File: src/verilog/usac_pkg.sv
// Package: register map, field positions, reset values and types of the USART control block
//
// Overview of operation
// - Halt transmitter after current character completes.
// - Without continuous select, sync clock toggles only during character activity.
// - Continuous select runs sync clock nonstop.
// - In sync mode, stop-on-receive clears continuous select and itself.
// - Measure first start bit, load divider.
// - Rate learning bit self-clears on done/error.
// - Disabled USART forces rate learning bit low.
// - Reserved control bits read zero, write zeros.
// - Writing one clears a clearable status flag.
// - Read-only flags ignore writes, maskable instead.
// - Halted flag set once transmit shifter idle, even with a byte held.
// - Receiver quiet flag high unless receiving.
package usac_pkg;
  // Register byte offsets
  localparam logic [7:0] ADDR_CONFIG = 8'h00; // Enable, sync mode
  localparam logic [7:0] ADDR_CONTROL = 8'h04; // operation_control
  localparam logic [7:0] ADDR_STATUS = 8'h08; // Status flags
  localparam logic [7:0] ADDR_IRQ_SET = 8'h0c; // Mask set (write ones)
  localparam logic [7:0] ADDR_IRQ_CLR = 8'h10; // irq_mask_clear_register
  localparam logic [7:0] ADDR_DIVIDER = 8'h20; // rate_divider_register
  localparam logic [7:0] ADDR_TXDATA = 8'h1c; // Transmit data
  localparam logic [7:0] ADDR_RXDATA = 8'h14; // Received data
  // Config fields
  localparam int CFG_ENABLE_BIT = 0;
  localparam int CFG_SYNC_BIT = 11;
  // Control fields
  localparam int CTL_HALT_BIT = 6;
  localparam int CTL_CONT_BIT = 8;
  localparam int CTL_STOPRX_BIT = 9;
  localparam int CTL_LEARN_BIT = 16;
  // Status fields
  localparam int ST_RXRDY_BIT = 0;
  localparam int ST_QUIET_BIT = 1;
  localparam int ST_TXRDY_BIT = 2;
  localparam int ST_TXIDLE_BIT = 3;
  localparam int ST_HALTED_BIT = 6;
  localparam int ST_START_BIT = 12;
  localparam int ST_FRAMERR_BIT = 13;
  localparam int ST_LEARNERR_BIT = 16;
  // Clearable sticky flags
  localparam logic [31:0] STAT_W1C_MASK = 32'h0001_3000;
  // Reset values
  localparam logic [15:0] DIVIDER_RESET = 16'h0000;
  localparam logic [31:0] MASK_RESET = 32'h0000_0000;
  // Oversampling per bit, and max start bit length before learning error
  localparam int OVERSAMPLE = 16;
  localparam logic [19:0] LEARN_MAX = 20'hfffff;
  // Line state machine
  typedef enum logic [1:0] {
    USAC_IDLE = 2'b00,
    USAC_START = 2'b01,
    USAC_DATA = 2'b10,
    USAC_STOP = 2'b11
  } usac_line_e;
  // Control register image
  typedef struct packed {
    logic learn;   // Rate learning enable
    logic stop_rx; // clock_stop_on_receive
    logic cont;    // continuous_clock_select
    logic halt;    // transmit_halt_request
  } usac_ctl_s;
endpackage

File: src/verilog/usac_top.sv
// USART control upper bits, sync clock generation, rate learning, status and interrupt
`timescale 1ns/100ps
module usac_top #(
  parameter int DIV_W = 16 // Divider width
) (
  input wire logic ref_clk, // 100 MHz clock
  input wire logic rstn, // Async reset, active low
  input wire logic psel, // APB select
  input wire logic penable, // APB enable
  input wire logic pwrite, // APB direction
  input wire logic [7:0] paddr, // APB byte address
  input wire logic [31:0] pwdata, // APB write data
  output logic [31:0] prdata, // APB read data
  output logic pready, // APB ready
  output logic pslverr, // APB error
  input wire logic receive_line, // Serial receive pin
  output logic transmit_line, // Serial transmit pin
  output logic sclk_out, // Synchronous serial clock
  output logic sclk_oe, // Serial clock drive enable
  output logic irq // Level interrupt
);
  // Receive pin synchroniser; first stage read only by second
  logic rx_s1_q, rx_s2_q;
  always_ff @(posedge ref_clk or negedge rstn) begin
    if (!rstn) begin
      rx_s1_q <= 1'b1;
      rx_s2_q <= 1'b1;
    end else begin
      rx_s1_q <= receive_line;
      rx_s2_q <= rx_s1_q;
    end
  end

  // Register state
  logic enable_q, enable_d, sync_q, sync_d;
  usac_pkg::usac_ctl_s ctl_q, ctl_d;
  logic [31:0] stat_q, stat_d; // Sticky flags plus the halted level
  logic [31:0] mask_q, mask_d;
  logic [DIV_W-1:0] div_q, div_d;
  logic [7:0] txbuf_q, txbuf_d, rxbuf_q, rxbuf_d;
  logic txfull_q, txfull_d, rxrdy_q, rxrdy_d;

  // Engine state
  usac_pkg::usac_line_e txst_q, txst_d, rxst_q, rxst_d;
  logic [7:0] txsh_q, txsh_d, rxsh_q, rxsh_d;
  logic [2:0] txbit_q, txbit_d, rxbit_q, rxbit_d;
  logic [DIV_W+3:0] txcnt_q, txcnt_d, rxcnt_q, rxcnt_d;
  logic [19:0] lcnt_q, lcnt_d; // Start bit length counter
  logic lmeas_q, lmeas_d; // Measuring start bit
  logic txo_q, txo_d, sck_q, sck_d;
  logic [DIV_W+3:0] sckcnt_q, sckcnt_d;
  logic rx_prev_q;

  // Bus decode
  logic wr, rd, rx_done, tx_idle, rx_quiet, sclk_run;
  logic [DIV_W+3:0] bit_len;
  assign wr = psel && penable && pwrite;
  assign rd = psel && penable && !pwrite;
  assign pready = 1'b1; // Zero wait states
  assign tx_idle = (txst_q == usac_pkg::USAC_IDLE) && !txfull_q;
  assign rx_quiet = (rxst_q == usac_pkg::USAC_IDLE);
  assign bit_len = {div_q, 4'h0} + (DIV_W+4)'(usac_pkg::OVERSAMPLE - 1); // Zero is counted too

  // Status image: live flags plus sticky ones
  function automatic logic [31:0] status_word(input logic [31:0] st);
    logic [31:0] w;
    w = st;
    w[usac_pkg::ST_RXRDY_BIT] = rxrdy_q;
    w[usac_pkg::ST_QUIET_BIT] = rx_quiet;
    w[usac_pkg::ST_TXRDY_BIT] = !txfull_q;
    w[usac_pkg::ST_TXIDLE_BIT] = tx_idle;
    return w;
  endfunction

  // Read mux; unmapped reads zero with error
  always_comb begin
    prdata = 32'h0000_0000;
    pslverr = 1'b0;
    case (paddr)
      usac_pkg::ADDR_CONFIG: begin
        prdata[usac_pkg::CFG_ENABLE_BIT] = enable_q;
        prdata[usac_pkg::CFG_SYNC_BIT] = sync_q;
      end
      usac_pkg::ADDR_CONTROL: begin
        // Reserved bits read zero
        prdata[usac_pkg::CTL_HALT_BIT] = ctl_q.halt;
        prdata[usac_pkg::CTL_CONT_BIT] = ctl_q.cont;
        prdata[usac_pkg::CTL_STOPRX_BIT] = ctl_q.stop_rx;
        prdata[usac_pkg::CTL_LEARN_BIT] = ctl_q.learn;
      end
      usac_pkg::ADDR_STATUS: prdata = status_word(stat_q);
      usac_pkg::ADDR_IRQ_SET: prdata = mask_q;
      usac_pkg::ADDR_IRQ_CLR: prdata = mask_q;
      usac_pkg::ADDR_RXDATA: prdata[7:0] = rxbuf_q;
      usac_pkg::ADDR_TXDATA: prdata[7:0] = txbuf_q;
      usac_pkg::ADDR_DIVIDER: prdata[DIV_W-1:0] = div_q;
      default: pslverr = psel && penable;
    endcase
  end

  // Interrupt: any unmasked status bit; process form so live flags inside the function wake it
  always_comb irq = |(status_word(stat_q) & mask_q);

  // Register next-state logic
  always_comb begin
    enable_d = enable_q;
    sync_d = sync_q;
    ctl_d = ctl_q;
    stat_d = stat_q;
    mask_d = mask_q;
    div_d = div_q;
    txbuf_d = txbuf_q;
    txfull_d = txfull_q;
    rxbuf_d = rxbuf_q;
    rxrdy_d = rxrdy_q;
    if (wr) begin
      case (paddr)
        usac_pkg::ADDR_CONFIG: begin
          enable_d = pwdata[usac_pkg::CFG_ENABLE_BIT];
          sync_d = pwdata[usac_pkg::CFG_SYNC_BIT];
        end
        usac_pkg::ADDR_CONTROL: begin
          ctl_d.halt = pwdata[usac_pkg::CTL_HALT_BIT];
          ctl_d.cont = pwdata[usac_pkg::CTL_CONT_BIT];
          ctl_d.stop_rx = pwdata[usac_pkg::CTL_STOPRX_BIT];
          // Learning bit only changes while receiver idle
          if (rx_quiet) begin
            ctl_d.learn = pwdata[usac_pkg::CTL_LEARN_BIT] && enable_q;
          end
        end
        // Write one clears; read-only flags untouched
        usac_pkg::ADDR_STATUS: stat_d = stat_q & ~(pwdata & usac_pkg::STAT_W1C_MASK);
        usac_pkg::ADDR_IRQ_SET: mask_d = mask_q | pwdata;
        usac_pkg::ADDR_IRQ_CLR: mask_d = mask_q & ~pwdata;
        usac_pkg::ADDR_DIVIDER: div_d = pwdata[DIV_W-1:0];
        usac_pkg::ADDR_TXDATA: begin
          txbuf_d = pwdata[7:0];
          txfull_d = 1'b1;
        end
        default: ;
      endcase
    end
    if (rd && paddr == usac_pkg::ADDR_RXDATA) begin
      rxrdy_d = 1'b0;
    end
    // Hardware events win over software clear
    if (txst_q == usac_pkg::USAC_IDLE && txfull_q && !ctl_q.halt) begin
      txfull_d = 1'b0; // Buffer moves to shifter, or is dropped while the USART is disabled
    end
    if (ctl_q.halt && txst_q == usac_pkg::USAC_IDLE) begin // A held byte does not keep it busy
      stat_d[usac_pkg::ST_HALTED_BIT] = 1'b1;
    end else begin
      stat_d[usac_pkg::ST_HALTED_BIT] = 1'b0; // Read-only level
    end
    if (rxst_q == usac_pkg::USAC_IDLE && rx_prev_q && !rx_s2_q) begin
      stat_d[usac_pkg::ST_START_BIT] = 1'b1;
    end
    if (rx_done) begin
      rxbuf_d = rxsh_q;
      rxrdy_d = 1'b1;
      if (!rx_s2_q) begin
        stat_d[usac_pkg::ST_FRAMERR_BIT] = 1'b1;
      end
      if (sync_q && ctl_q.stop_rx) begin
        ctl_d.cont = 1'b0;
        ctl_d.stop_rx = 1'b0;
      end
    end
    // Rate learning completion and error
    if (lmeas_q && rx_s2_q) begin
      div_d = DIV_W'((lcnt_q >> 4) - 20'h1);
      ctl_d.learn = 1'b0;
    end else if (lmeas_q && lcnt_q == usac_pkg::LEARN_MAX) begin
      stat_d[usac_pkg::ST_LEARNERR_BIT] = 1'b1;
      ctl_d.learn = 1'b0;
    end
    if (!enable_d) begin
      ctl_d.learn = 1'b0;
    end
  end

  // Receive next-state, with start bit measurement
  always_comb begin
    rxst_d = rxst_q;
    rxsh_d = rxsh_q;
    rxbit_d = rxbit_q;
    rxcnt_d = rxcnt_q;
    lcnt_d = lcnt_q;
    lmeas_d = lmeas_q;
    rx_done = 1'b0;
    if (lmeas_q) begin
      // Learning owns the line until start bit ends
      lcnt_d = lcnt_q + 20'h1;
      if (rx_s2_q || lcnt_q == usac_pkg::LEARN_MAX) begin
        lmeas_d = 1'b0;
      end
    end else begin
      case (rxst_q)
        usac_pkg::USAC_IDLE: begin
          if (enable_q && rx_prev_q && !rx_s2_q) begin
            if (ctl_q.learn) begin
              lmeas_d = 1'b1;
              lcnt_d = 20'h1;
            end else begin
              rxst_d = usac_pkg::USAC_START;
              rxcnt_d = bit_len >> 1;
            end
          end
        end
        usac_pkg::USAC_START: begin
          rxcnt_d = rxcnt_q - 1'b1;
          if (rxcnt_q == '0) begin
            rxst_d = rx_s2_q ? usac_pkg::USAC_IDLE : usac_pkg::USAC_DATA;
            rxcnt_d = bit_len;
            rxbit_d = 3'h0;
          end
        end
        usac_pkg::USAC_DATA: begin
          rxcnt_d = rxcnt_q - 1'b1;
          if (rxcnt_q == '0) begin
            rxsh_d = {rx_s2_q, rxsh_q[7:1]};
            rxcnt_d = bit_len;
            rxbit_d = rxbit_q + 3'h1;
            if (rxbit_q == 3'h7) begin
              rxst_d = usac_pkg::USAC_STOP;
            end
          end
        end
        usac_pkg::USAC_STOP: begin
          rxcnt_d = rxcnt_q - 1'b1;
          if (rxcnt_q == '0) begin
            rx_done = 1'b1;
            rxst_d = usac_pkg::USAC_IDLE;
          end
        end
        default: rxst_d = usac_pkg::USAC_IDLE;
      endcase
    end
  end

  // Transmit next-state; halt only takes effect between characters
  always_comb begin
    txst_d = txst_q;
    txsh_d = txsh_q;
    txbit_d = txbit_q;
    txcnt_d = txcnt_q;
    txo_d = txo_q;
    case (txst_q)
      usac_pkg::USAC_IDLE: begin
        txo_d = 1'b1;
        if (txfull_q && !ctl_q.halt && enable_q) begin
          txst_d = usac_pkg::USAC_START;
          txsh_d = txbuf_q;
          txcnt_d = bit_len;
          txo_d = 1'b0;
        end
      end
      usac_pkg::USAC_START, usac_pkg::USAC_DATA: begin
        txcnt_d = txcnt_q - 1'b1;
        if (txcnt_q == '0) begin
          txcnt_d = bit_len;
          txo_d = txsh_q[0];
          txsh_d = {1'b1, txsh_q[7:1]};
          txbit_d = (txst_q == usac_pkg::USAC_START) ? 3'h0 : txbit_q + 3'h1;
          if (txst_q == usac_pkg::USAC_START) begin
            txst_d = usac_pkg::USAC_DATA;
          end else if (txbit_q == 3'h7) begin
            txst_d = usac_pkg::USAC_STOP;
            txo_d = 1'b1;
          end
        end
      end
      usac_pkg::USAC_STOP: begin
        txcnt_d = txcnt_q - 1'b1;
        if (txcnt_q == '0) begin
          txst_d = usac_pkg::USAC_IDLE; // Character complete
        end
      end
      default: txst_d = usac_pkg::USAC_IDLE;
    endcase
  end

  // Serial clock: per character or continuous; async mode keeps it idle
  assign sclk_run = sync_q && enable_q &&
                    (ctl_q.cont ||
                     txst_q != usac_pkg::USAC_IDLE || !rx_quiet);
  always_comb begin
    sckcnt_d = sckcnt_q;
    sck_d = 1'b0;
    if (sclk_run) begin
      sckcnt_d = sckcnt_q + 1'b1;
      sck_d = sck_q;
      if (sckcnt_q >= (bit_len >> 1)) begin
        sckcnt_d = '0;
        sck_d = !sck_q;
      end
    end else begin
      sckcnt_d = '0;
    end
  end
  assign sclk_out = sck_q;
  assign sclk_oe = sync_q && enable_q;
  assign transmit_line = txo_q;

  // All state registers except the receive synchroniser
  always_ff @(posedge ref_clk or negedge rstn) begin
    if (!rstn) begin
      enable_q <= 1'b0;
      sync_q <= 1'b0;
      ctl_q <= '0;
      stat_q <= 32'h0000_0000;
      mask_q <= usac_pkg::MASK_RESET;
      div_q <= DIV_W'(usac_pkg::DIVIDER_RESET);
      txbuf_q <= 8'h00;
      txfull_q <= 1'b0;
      rxbuf_q <= 8'h00;
      rxrdy_q <= 1'b0;
      txst_q <= usac_pkg::USAC_IDLE;
      rxst_q <= usac_pkg::USAC_IDLE;
      txsh_q <= 8'hff;
      rxsh_q <= 8'h00;
      txbit_q <= 3'h0;
      rxbit_q <= 3'h0;
      txcnt_q <= '0;
      rxcnt_q <= '0;
      lcnt_q <= 20'h0;
      lmeas_q <= 1'b0;
      txo_q <= 1'b1;
      sck_q <= 1'b0;
      sckcnt_q <= '0;
      rx_prev_q <= 1'b1;
    end else begin
      enable_q <= enable_d;
      sync_q <= sync_d;
      ctl_q <= ctl_d;
      stat_q <= stat_d;
      mask_q <= mask_d;
      div_q <= div_d;
      txbuf_q <= txbuf_d;
      txfull_q <= txfull_d;
      rxbuf_q <= rxbuf_d;
      rxrdy_q <= rxrdy_d;
      txst_q <= txst_d;
      rxst_q <= rxst_d;
      txsh_q <= txsh_d;
      rxsh_q <= rxsh_d;
      txbit_q <= txbit_d;
      rxbit_q <= rxbit_d;
      txcnt_q <= txcnt_d;
      rxcnt_q <= rxcnt_d;
      lcnt_q <= lcnt_d;
      lmeas_q <= lmeas_d;
      txo_q <= txo_d;
      sck_q <= sck_d;
      sckcnt_q <= sckcnt_d;
      rx_prev_q <= rx_s2_q;
    end
  end
endmodule

File: config.mk
export PLATFORM = sky130hd
export DESIGN_NAME = usac_top
export DESIGN_NICKNAME = d
export VERILOG_FILES = /design/src/verilog/usac_pkg.sv /design/src/verilog/usac_top.sv
export SDC_FILE = /design/constraint.sdc
export NUM_CORES = 1
export LEC_CHECK = 0
export BUFFER_PORTS_ARGS = -buffer_cell sky130_fd_sc_hd__buf_4
export CAP_MARGIN = 20
export CORE_MARGIN = 3
export CORE_UTILIZATION = 46
export CTS_CLUSTER_SIZE = 25
export DETAILED_ROUTE_END_ITERATION = 16
export SLEW_MARGIN = 20
export SYNTH_ARGS = -nofsm -noshare
export SYNTH_HDL_FRONTEND = slang
export SYNTH_SLANG_ARGS = --single-unit
File: constraint.sdc
create_clock -name ref_clk -period 7.2 [get_ports ref_clk]
set_input_delay 1.44 -clock ref_clk [delete_from_list [all_inputs] [get_ports ref_clk]]
set_output_delay 1.44 -clock ref_clk [all_outputs]
set_load 0.02 [all_outputs]
# ---- Word level (Yosys, flattened, before mapping)
# Cells that the tools add are included.
dict set report totals {
  register_bits 216
  in_bits 46
  output_inout_bits 38
  word_cells 235
}
dict set report op_classes {
  n_addsub 8
  order_cmp 1
  eq_ne 30
  muxes 87
  n_bitwise 7
  reduce_logical 71
}
# cell count
set ops {}
lappend ops {{2-to-1 mux 20 bit} 11}
lappend ops {{one-hot mux 20 bit (3 select lines)} 2}
lappend ops {{bitwise AND 32 bit} 3}
lappend ops {{one-hot mux 32 bit (2 select lines)} 1}
lappend ops {{2-to-1 mux 16 bit} 3}
lappend ops {{adder 20 x 1 -> 20 bit (second input constant)} 2}
lappend ops {{logical NOT 20 bit} 2}
lappend ops {{subtractor 20 x 1 -> 20 bit (second input constant)} 2}
lappend ops {{2-to-1 mux 17 bit} 2}
lappend ops {{2-to-1 mux 1 bit} 32}
lappend ops {{inverter 17 -> 32 bit} 1}
lappend ops {{inverter 32 bit} 1}
lappend ops {{bitwise OR 32 bit} 1}
lappend ops {{OR reduction 32 bit} 1}
lappend ops {{one-hot mux 15 bit (2 select lines)} 1}
lappend ops {{2-to-1 mux 2 bit} 14}
lappend ops {{nonzero test 2 bit} 14}
lappend ops {{one-hot mux 5 bit (5 select lines)} 1}
lappend ops {{== test 8 x 5 -> 1 bit (second input constant)} 3}
lappend ops {{adder 20 x 4 -> 20 bit (second input constant)} 1}
lappend ops {{== test 20 bit (second input constant)} 1}
lappend ops {{>= comparator 20 x 19 -> 1 bit} 1}
lappend ops {{logical AND 1 bit} 20}
lappend ops {{AND reduction 2 bit} 10}
lappend ops {{35 further kinds} 74}

# ---- Longest topological paths before layout
# Gate-level depths: netlist of run 1.
dict set report depth {
  word_depth 7
  mapped_depth 9
  mapped_depth_nobuf 7
}

# ---- Worst setup path before layout of run 1
# OpenSTA, ideal clock, no wires.
dict set report synth_path {
  path_type {input -> output}
  from {input paddr[3]}
  to {output pslverr}
  t_arrival_ns 3.020
  required_ns 5.760
  path_slack_ns 2.740
  stages 7
  n_path_buf 2
  path_cell_list {buf_2 -> and3b_1 -> o211a_1 -> clkbuf_1 -> nor2_1 -> nand2_1 -> nor4_1}
}
dict set report synth_via {
  elab_chain_cells 3
  word_cells_on_any_way 10
  classes_between {eq/ne (7); mux (1); reduce/logical (2)}
}
# item line_no
set synth_rtl {}
lappend synth_rtl {{start: declaration} usac_top.sv:11} ;# input wire logic [7:0] paddr,
lappend synth_rtl {{== test 8 x 5 -> 1 bit (tied with other cells)} usac_top.sv:79} ;# case (paddr)
lappend synth_rtl {{OR reduction 8 bit (no line) *} -}
lappend synth_rtl {{2-to-1 mux 1 bit *} usac_top.sv:79}
lappend synth_rtl {{end: declaration} usac_top.sv:15} ;# output logic pslverr,
# Mark *: on every way between the ends. The rest lies on a longest branch, timed or not.

# ---- Worst setup path in the final report of run 1
dict set report layout_path {
  from {input paddr[5]}
  to {output prdata[6]}
}
dict set report layout_via {
  elab_chain_cells 3
  word_cells_on_any_way 9
  classes_between {eq/ne (7); mux (1); reduce/logical (1)}
}
# item line_no
set layout_rtl {}
lappend layout_rtl {{== test 8 x 5 -> 1 bit or == test 8 x 4 -> 1 bit (tied branches)} usac_top.sv:79}
lappend layout_rtl {{OR reduction 2 bit (no line)} -}
lappend layout_rtl {{one-hot mux 1 bit (6 select lines) *} usac_top.sv:79}
lappend layout_rtl {{end: declaration} usac_top.sv:13} ;# output logic [31:0] prdata,
# Marks and branches as above.

==> run_results.csv, run 1 <==
group,metric,value,unit
timing,worst_slew_pin_slew,1020,ps
cts,insertion_delay,440,ps
place,io_buffers,82,
cts,cts_hold_buf,0,
timing,slew_viol_final,0,
timing,slew_headroom,32.3,%
logic_synthesis,seq_area_frac_synth,43.4,%
drt,drt_first_pass_iters,5,
logic_synthesis,synth_edf_count,0,
drt,remaining_drc_errors,0,
floorplan,rows,55,
setup_path,crit_required,5760,ps
run,maxCapViolCount,0,
pwr,ir_drop,0.000161,V
timing,clock_skew,19.6,ps
global_routing,antenna_found_initial,0,
logic_synthesis,yosysWarnings,0,
logic_synthesis,syn_nets,1207,
logic_synthesis,avgSynthCellArea,9.64,um2
setup_path,cp_max_fo,34,
logic_synthesis,synth_ff_type,"dfrtp_1",
cts,cts_tree,"yes",
place,placed_cells,1466,
timing,fmax,0.210,GHz
cts,post_cts_buffers,0,
final_layout,multi_input_area,5700,um2
global_routing,grt.total_usage,23.7,%
final_layout,synthToLayoutAreaGrowth,12.5,%
final_layout,mostFrequentLayoutCells,"176 x dfrtp_1, 88 x buf_4, 85 x nor2_1",
timing,finalSetupViolCount,0,
setup_path,crit_arrival,3330,ps
drt,detail-route-antenna-nets,0,
floorplan,dieHeight,160,um
final_layout,antenna_cells,0,
floorplan,dieArea,25500,um2
drt,viasPerCell,5.95,
pwr,pwr_density_cell,297,nW/um2
logic_synthesis,synth_seq_cells,188,
setup_path,cp-end-kind,"output pin",
global_routing,grt_overflow_total,0,
timing,finalHoldViolations,0,
drt,drt_iter0_markers,636,
floorplan,core_area,22900,um2
global_routing,grt_pass1_wl,48900,um
logic_synthesis,syn-cell-area,10900,um2
cts,ctsRootBufferMaster,"clkbuf_16",
final_layout,fill_cells,2100,
final_layout,ff_latch_area,4720,um2
floorplan,start_util,47.4,%
floorplan,die_x,160,um
logic_synthesis,synthTopCellsByArea,"dfrtp_1 41%, mux2i_1 4.0%, ha_1 3.9%",
logic_synthesis,synthArstFlopShare,100,%
logic_synthesis,yosysTopAreaCellShare,40.5,%
cts,clk_pin_slew,80,ps
logic_synthesis,yosysUniqueCellTypes,85,
cts,ctsResizeCount,0,
timing,tns,0,ps
place,hpwlAfterDp,21100,um
logic_synthesis,synth_cells,1127,
drt,via_count,8919,
final_layout,drive_gt1_share,17.1,%
global_routing,grt_max_degree,76,
final_layout,layout.cells.non_filler,1498,
floorplan,ioPinCount,84,
drt,wl,30000,um
final_layout,nets,1252,
place,place.gp.congestion,0.848,
outcome,outcome,"complete, no violations",
timing,fin_crit,4770,ps
logic_synthesis,synth_area_leader_cell,"dfrtp_1",
timing,rsz0062_at_grt,"false",
setup_path,path_class,"in -> out",
cts,cts_buffers,17,
pwr,leakagePower,5.65,nW
cts,clk_path_buf_depth,2,
final_layout,layout_commonest_cell,"dfrtp_1",
timing,fin_crit_sh,66.3,%
cts,h-tree-depth,4,
global_routing,grt_pass1_vias,8854,
drt,wl_per_cell,20.1,um
cts,clock_sinks,188,
min_path,min_path_type,"reg -> reg",
setup_path,setup.worst_path.start_class,"input port",
-- metrics by stage --
step / util [%] / setup slack, ps / instance area, um2 / total power [mW] / hold slack (ps)
2_1_floorplan: - / 2740 / 10900 / 2.35 / 345
3_3_place_gp: 50.8 / 2460 / 11600 / 2.67 / 363
3_5_place_dp: 50.8 / 2450 / 11600 / 2.69 / 363
4_1_cts: 53.3 / 2440 / 12200 / 3.63 / 376
5_1_grt: 53.3 / 2230 / 12200 / 3.85 / 383
6_report: 53.3 / 2430 / 12200 / 3.63 / 378
-- metal layers --
layer	wire [um]	global-route usage, %
met1	14200	33.2
met2	13800	38.2
met3	1420	4.36
met4	608	5.89
met5	0	0
-- path summary, 6_finish.rpt --
path | cells after the start | from | endpoint | slack, ps
max | 6 | paddr[5] | prdata[6] | 2430
min | 0 | rx_s1_q$_DFF_PN1_ | rx_s2_q$_DFF_PN1_ | 380
max reg2reg | 7 | txcnt_q[0]$_DFFE_PN0N_ | txsh_q[3]$_DFFE_PN1P_ | 4220
min reg2reg | 0 | rx_s1_q$_DFF_PN1_ | rx_s2_q$_DFF_PN1_ | 380
max in group asynchronous | 2 | rstn | rxcnt_q[4]$_DFFE_PN0P_ | 4860
min in group asynchronous | 1 | rstn | sckcnt_q[19]$_DFF_PN0_ | 980
-- synth_stat cells (12+ instances only) --
cell type and instances:
a21oi_1 70, a22oi_1 17, a31oi_1 41, and2_1 22, and3_1 12, clkbuf_1 39, dfrtp_1 176, dfstp_2 12
ha_1 34, inv_1 40, mux2_2 37, mux2i_1 43, nand2_1 82, nand3_1 52, nand4_1 18, nor2_1 85
nor3_1 28, nor4_1 19, o21ai_0 57, xnor2_1 21, xor2_1 21
-- cell families after synthesis --
group / synth area share, %
DFF: 43.4
buffers and inverters: 4.16
and+or+nand+nor: 19.3
AOI/OAI and AO/OA: 17.2
xor gates and xnor gates: 3.38
adders and majority gates: 3.91
other: 0.0345
muxes: 8.62
-- worst max-delay path, stage by stage --
cell     delay [ps]
buf_4           120
nor3_1          310
o211a_1         890
a22oi_1         210
nand3_1         180
buf_4           160
-- power breakdown --
part	switching, mW	internal (mW)	leakage [nW]
combinational	0.817	0.493	2.94
sequential	0.163	1.21	2.43
clock	0.476	0.465	0.282
total	1.46	2.17	5.65
-- layout make-up --
class | count | area share, %
Timing Repair Buffer | 89 | 5.52
Multi-Input combinational cell | 836 | 46.6
Clock buffer | 18 | 3.51
Clock inverter | 14 | 1.30
Tap cell | 313 | 3.20
Sequential cell | 188 | 38.6
Inverter | 40 | 1.23
No activity file was read; power rests on OpenSTA's default activity.
==> run 2: changes to the inputs <==
--- a/config.mk
+++ b/config.mk
@@ -11,6 +11,7 @@
 export CORE_UTILIZATION = 46
 export CTS_CLUSTER_SIZE = 25
 export DETAILED_ROUTE_END_ITERATION = 16
+export PLACE_DENSITY = 0.66
 export SLEW_MARGIN = 20
 export SYNTH_ARGS = -nofsm -noshare
 export SYNTH_HDL_FRONTEND = slang
==> constraint.sdc (replaced) <==
create_clock -name ref_clk -period 4.1 [get_ports ref_clk]
set_input_delay 0.82 -clock ref_clk [delete_from_list [all_inputs] [get_ports ref_clk]]
set_output_delay 0.82 -clock ref_clk [all_outputs]
set_load 0.02 [all_outputs]
==> run 2 against run 1 <==
  * Sequential cell count unchanged
  * Sequential share of layout area shrank 0.52 points
  * Hold slack lost 16 ps
  * Global-route usage fell by 0.30 points
  * Total power increased by 79%
  * Clock power is 89% higher
  * Worst setup slack lost 1700 ps
  * Utilization increased by 0.73 points
  * Final cell count up 0.73%
  * Cell area up 1.4%
  * First-iteration DRC count is 27% higher
  * Count of clock-buffer cells in the layout is the same
  * Largest cell class unchanged
==> run_results.csv, run 2 (same netlist as run 1, synthesis figures left out) <==
group,metric,value,unit
global_routing,grt_max_degree,90,
cts,post_cts_buffers,0,
timing,tns,0,ps
final_layout,nets,1263,
timing,finalSetupViolCount,0,
setup_path,cp-end-kind,"output pin",
timing,slew_headroom,32.4,%
setup_path,r2r_slack,1150,ps
drt,detail-route-antenna-nets,0,
timing,worst_slew_pin_slew,1010,ps
floorplan,dieArea,25500,um2
place,place.gp.congestion,0.898,
drt,drt_iter0_markers,806,
setup_path,cp_max_fo,17,
timing,rsz0062_at_grt,"false",
final_layout,antenna_cells,0,
global_routing,grt_pass1_vias,8930,
global_routing,grt_pass1_wl,48500,um
pwr,finalPower,6.50,mW
timing,finalHoldViolations,0,
floorplan,die_x,160,um
outcome,outcome,"complete, no violations",
timing,clock_skew,18.5,ps
setup_path,max_stage_delay,500,ps
final_layout,layout_commonest_cell,"dfrtp_1",
cts,cts_tree,"yes",
cts,clk_pin_slew,80,ps
final_layout,multi_input_area,5700,um2
cts,ctsResizeCount,0,
pwr,ir_drop,0.000307,V
setup_path,crit_chain,"inv_1 -> ha_1 -> inv_1 -> o221ai_1 -> buf_4",
final_layout,ff_latch_area,4720,um2
cts,ctsRootBufferMaster,"clkbuf_16",
floorplan,dieHeight,160,um
timing,slew_viol_final,0,
place,io_buffers,82,
final_layout,drive_gt1_share,18.0,%
drt,via_count,9170,
floorplan,core_area,22900,um2
final_layout,synthToLayoutAreaGrowth,14.0,%
min_path,min_path_type,"reg -> reg",
drt,wl,29700,um
setup_path,crit_arrival,2500,ps
setup_path,path_class,"reg -> out",
final_layout,mostFrequentLayoutCells,"176 x dfrtp_1, 96 x buf_4, 85 x nor2_1",
setup_path,setup.worst_path.start_class,"register",
global_routing,grt.total_usage,23.4,%
timing,fin_crit,3320,ps
run,maxCapViolCount,0,
drt,viasPerCell,6.08,
pwr,leakagePower,5.74,nW
drt,drt_first_pass_iters,7,
cts,h-tree-depth,4,
setup_path,worst_path_most_repeated_cell,"inv_1",
floorplan,ioPinCount,84,
drt,wl_per_cell,19.7,um
timing,fin_crit_sh,81.1,%
place,placed_cell_area,11800,um2
final_layout,fin_util,54.1,%
global_routing,antenna_found_initial,0,
global_routing,grt_overflow_total,0,
floorplan,start_util,47.4,%
cts,cts_hold_buf,0,
cts,insertion_delay,450,ps
timing,fmax,0.301,GHz
pwr,pwr_density_cell,525,nW/um2
cts,clk_path_buf_depth,2,
floorplan,rows,55,
final_layout,design_area,12400,um2
drt,remaining_drc_errors,0,
cts,cts_buffers,17,
place,hpwlAfterDp,20700,um
setup_path,crit_required,3280,ps
cts,clock_sinks,188,
final_layout,fill_cells,2068,
setup_path,slowest_stage,"ha_1",
run 2: layout make-up:
| type | instances | share of cell area (%) |
|---|---|---|
| timing repair buffer | 100 | 6.41 |
| sequential | 188 | 38.1 |
| multi-input combinational | 836 | 46.0 |
| clock inverter | 14 | 1.59 |
| inverter | 40 | 1.21 |
| clock buffer | 18 | 3.54 |
| tap | 313 | 3.16 |
run 2: layer usage:
metal / vias up / track usage, % / wire, um
met4: 0 / 5.65 / 432
li1: 4268 / - / -
met3: 37 / 5.65 / 2050
met5: - / 0 / 0
met2: 323 / 37.6 / 14000
met1: 4542 / 32.1 / 13200
run 2: worst max-delay path: cells and delay by family (launching register included):
| family | cells | cell delay (ps) |
|---|---|---|
| AO/OA/AOI/OAI | 1 | 340 |
| adder cells (fa/ha/maj) | 1 | 500 |
| buffers and inverters | 3 | 800 |
| flip-flops | 1 | 420 |
run 2: path summary, 6_finish.rpt:
| check | from | end | cells past startpoint |
|---|---|---|---|
| setup / recovery | rxst_q[0]$_DFFE_PN0P_ | prdata[1] | 5 |
| hold / removal | rx_s1_q$_DFF_PN1_ | rx_s2_q$_DFF_PN1_ | 0 |
| setup reg to reg | txst_q[0]$_DFFE_PN0P_ | txcnt_q[10]$_DFFE_PN0N_ | 7 |
| hold reg to reg | rx_s1_q$_DFF_PN1_ | rx_s2_q$_DFF_PN1_ | 0 |
| max in group asynchronous | rstn | rx_prev_q$_DFF_PN1_ | 2 |
| min in group asynchronous | rstn | sckcnt_q[3]$_DFF_PN0_ | 1 |
run 2: report_power, final:
group          switching, mW  internal, mW
Clock                  0.829         0.951
Sequential             0.288          2.13
Combinational           1.42         0.878
Total                   2.54          3.96
run 2: through the flow:
| stage | setup slack (ps) | instances | hold WS [ps] |
|---|---|---|---|
| floorplan | 880 | 1127 | 345 |
| detailed placement | 877 | 1477 | 350 |
| global route | 638 | 1509 | 372 |
| global placement | 899 | 1477 | 347 |
| CTS | 802 | 1509 | 363 |
| finish | 776 | 1509 | 363 |
==> run 3: changes to the inputs <==
--- a/config.mk
+++ b/config.mk
@@ -11,7 +11,6 @@
 export CORE_UTILIZATION = 46
 export CTS_CLUSTER_SIZE = 25
 export DETAILED_ROUTE_END_ITERATION = 16
-export PLACE_DENSITY = 0.66
 export SLEW_MARGIN = 20
 export SYNTH_ARGS = -nofsm -noshare
 export SYNTH_HDL_FRONTEND = slang
==> constraint.sdc (replaced) <==
create_clock -name ref_clk -period 3.4 [get_ports ref_clk]
set_input_delay 0.68 -clock ref_clk [delete_from_list [all_inputs] [get_ports ref_clk]]
set_output_delay 0.68 -clock ref_clk [all_outputs]
set_load 0.02 [all_outputs]
==> run 3 against run 2 <==
  * Critical path depth rose by 1
  * Global-route usage increased by 0.37 points
  * Register-to-register slack worse by 510 ps
  * Hold slack got worse by 76 ps
  * Routed wire length grew 2.0%
  * Sequential share of layout area decreased by 0.32 points
  * Largest cell class unchanged
  * Via count fell by 1.8%
  * Non-clock buffer count grew 23
  * Sequential power is 20% higher
  * Total power up 19%
  * Clock power rose by 12%
  * Highest routed layer unchanged
  * Cell area increased by 0.84%
==> run_results.csv, run 3 (same netlist as run 1, synthesis figures left out) <==
group,metric,value,unit
final_layout,mostFrequentLayoutCells,"176 x dfrtp_1, 120 x buf_4, 85 x nor2_1",
outcome,outcome,"complete, no violations",
setup_path,timing.critical_path.buf_inv,3,
global_routing,grt_overflow_total,0,
floorplan,dieHeight,160,um
pwr,ir_drop,0.000389,V
pwr,pwr_density_cell,619,nW/um2
drt,wl_per_cell,19.8,um
floorplan,core_area,22900,um2
timing,finalHoldViolations,0,
floorplan,rows,55,
setup_path,path_class,"in -> out",
timing,fin_crit_sh,90.1,%
run,maxCapViolCount,0,
cts,insertion_delay,430,ps
floorplan,ioPinCount,84,
timing,holdWs,287,ps
timing,rsz0062_at_grt,"false",
setup_path,slowest_stage,"o211a_1",
final_layout,nets,1286,
place,hpwlAfterDp,21800,um
final_layout,fill_cells,2043,
timing,fin_crit,3060,ps
timing,setup_slack,336,ps
timing,clock_skew,14.8,ps
floorplan,die_x,160,um
floorplan,start_util,47.4,%
final_layout,ff_latch_area,4720,um2
cts,cts_hold_buf,0,
timing,slew_headroom,35.1,%
cts,ctsResizeCount,0,
place,place_ws,364,ps
final_layout,layout.cells.non_filler,1532,
drt,via_count,9004,
drt,viasPerCell,5.88,
place,io_buffers,82,
final_layout,drive_gt1_share,19.4,%
drt,wl,30300,um
setup_path,crit_arrival,2380,ps
pwr,leakagePower,5.81,nW
cts,ctsRootBufferMaster,"clkbuf_16",
cts,clock_sinks,188,
timing,worst_slew_pin_slew,973,ps
global_routing,grt_max_degree,83,
cts,cts_buffers,17,
setup_path,crit_required,2720,ps
drt,drt_first_pass_iters,6,
setup_path,setup.worst_path.start_class,"input port",
floorplan,dieArea,25500,um2
global_routing,antenna_found_initial,0,
final_layout,design_area,12500,um2
place,placed_cells,1500,
final_layout,multi_input_area,5700,um2
min_path,min_path_type,"in -> async",
place,place.gp.congestion,0.874,
setup_path,worst_path_most_repeated_cell,"buf_4",
setup_path,max_stage_delay,690,ps
drt,detail-route-antenna-nets,0,
global_routing,grt_pass1_wl,49000,um
setup_path,crit_chain,"buf_4 -> nor3_1 -> o211a_1 -> buf_4 -> and2_1 -> buf_4",
cts,h-tree-depth,4,
drt,remaining_drc_errors,0,
timing,slew_viol_final,0,
final_layout,fin_util,54.5,%
setup_path,cp_max_fo,20,
cts,cts_tree,"yes",
cts,post_cts_buffers,0,
global_routing,grt.total_usage,23.8,%
timing,tns,0,ps
cts,clk_path_buf_depth,2,
setup_path,cp-end-kind,"output pin",
cts,clk_pin_slew,70,ps
final_layout,synthToLayoutAreaGrowth,15.0,%
final_layout,antenna_cells,0,
setup_path,path_delay_family,"compound AO/OA/AOI/OAI gates",
timing,fmax,0.326,GHz
timing,finalSetupViolCount,0,
place,placed_cell_area,11900,um2
pwr,finalPower,7.73,mW
drt,drt_iter0_markers,773,
global_routing,grt_pass1_vias,8724,
final_layout,layout_commonest_cell,"dfrtp_1",
[run 3: area by class of cell]
| class | instances | share of cell area, % |
|---|---|---|
| Multi-Input combinational cell | 836 | 45.6 |
| Sequential cell | 188 | 37.8 |
| Timing Repair Buffer | 123 | 7.64 |
| Clock buffer | 18 | 3.44 |
| Tap cell | 313 | 3.13 |
| Clock inverter | 14 | 1.20 |
| Inverter | 40 | 1.20 |
[run 3: where the power goes]
group          internal, mW  switching, mW
Sequential             2.57          0.340
Clock                 0.986           1.01
Combinational          1.11           1.72
[run 3: worst register-to-register path, delay by kind of cell (launching register included)]
| family | cells | cell delay, ps |
|---|---|---|
| compound gates | 2 | 510 |
| fa+ha+maj | 1 | 160 |
| buf+inv | 1 | 130 |
| flops | 1 | 410 |
| simple gates | 3 | 1450 |
[run 3: per-layer routing]
layer | wire length [um] | up-vias | global-route usage, %
met3 | 1890 | 36 | 5.16
met1 | 14000 | 4377 | 34.2
met5 | 0 | - | 0
met4 | 608 | 0 | 6.01
li1 | - | 4316 | -
met2 | 13800 | 275 | 36.6
[run 3: path summary, 6_finish.rpt]
check                                        from                endpoint  slack (ps)  depth (start not counted)
max                                      paddr[5]              prdata[21]         340                          6
min                                          rstn  sckcnt_q[19]$_DFF_PN0_         290                          1
max reg2reg                rxcnt_q[0]$_DFFE_PN0P_  rxcnt_q[6]$_DFFE_PN0P_         640                          7
min reg2reg                     rx_s1_q$_DFF_PN1_       rx_s2_q$_DFF_PN1_         390                          0
max in group asynchronous                    rstn   txsh_q[7]$_DFFE_PN1P_        2260                          2
min in group ref_clk                 receive_line       rx_s1_q$_DFF_PN1_         340                          1
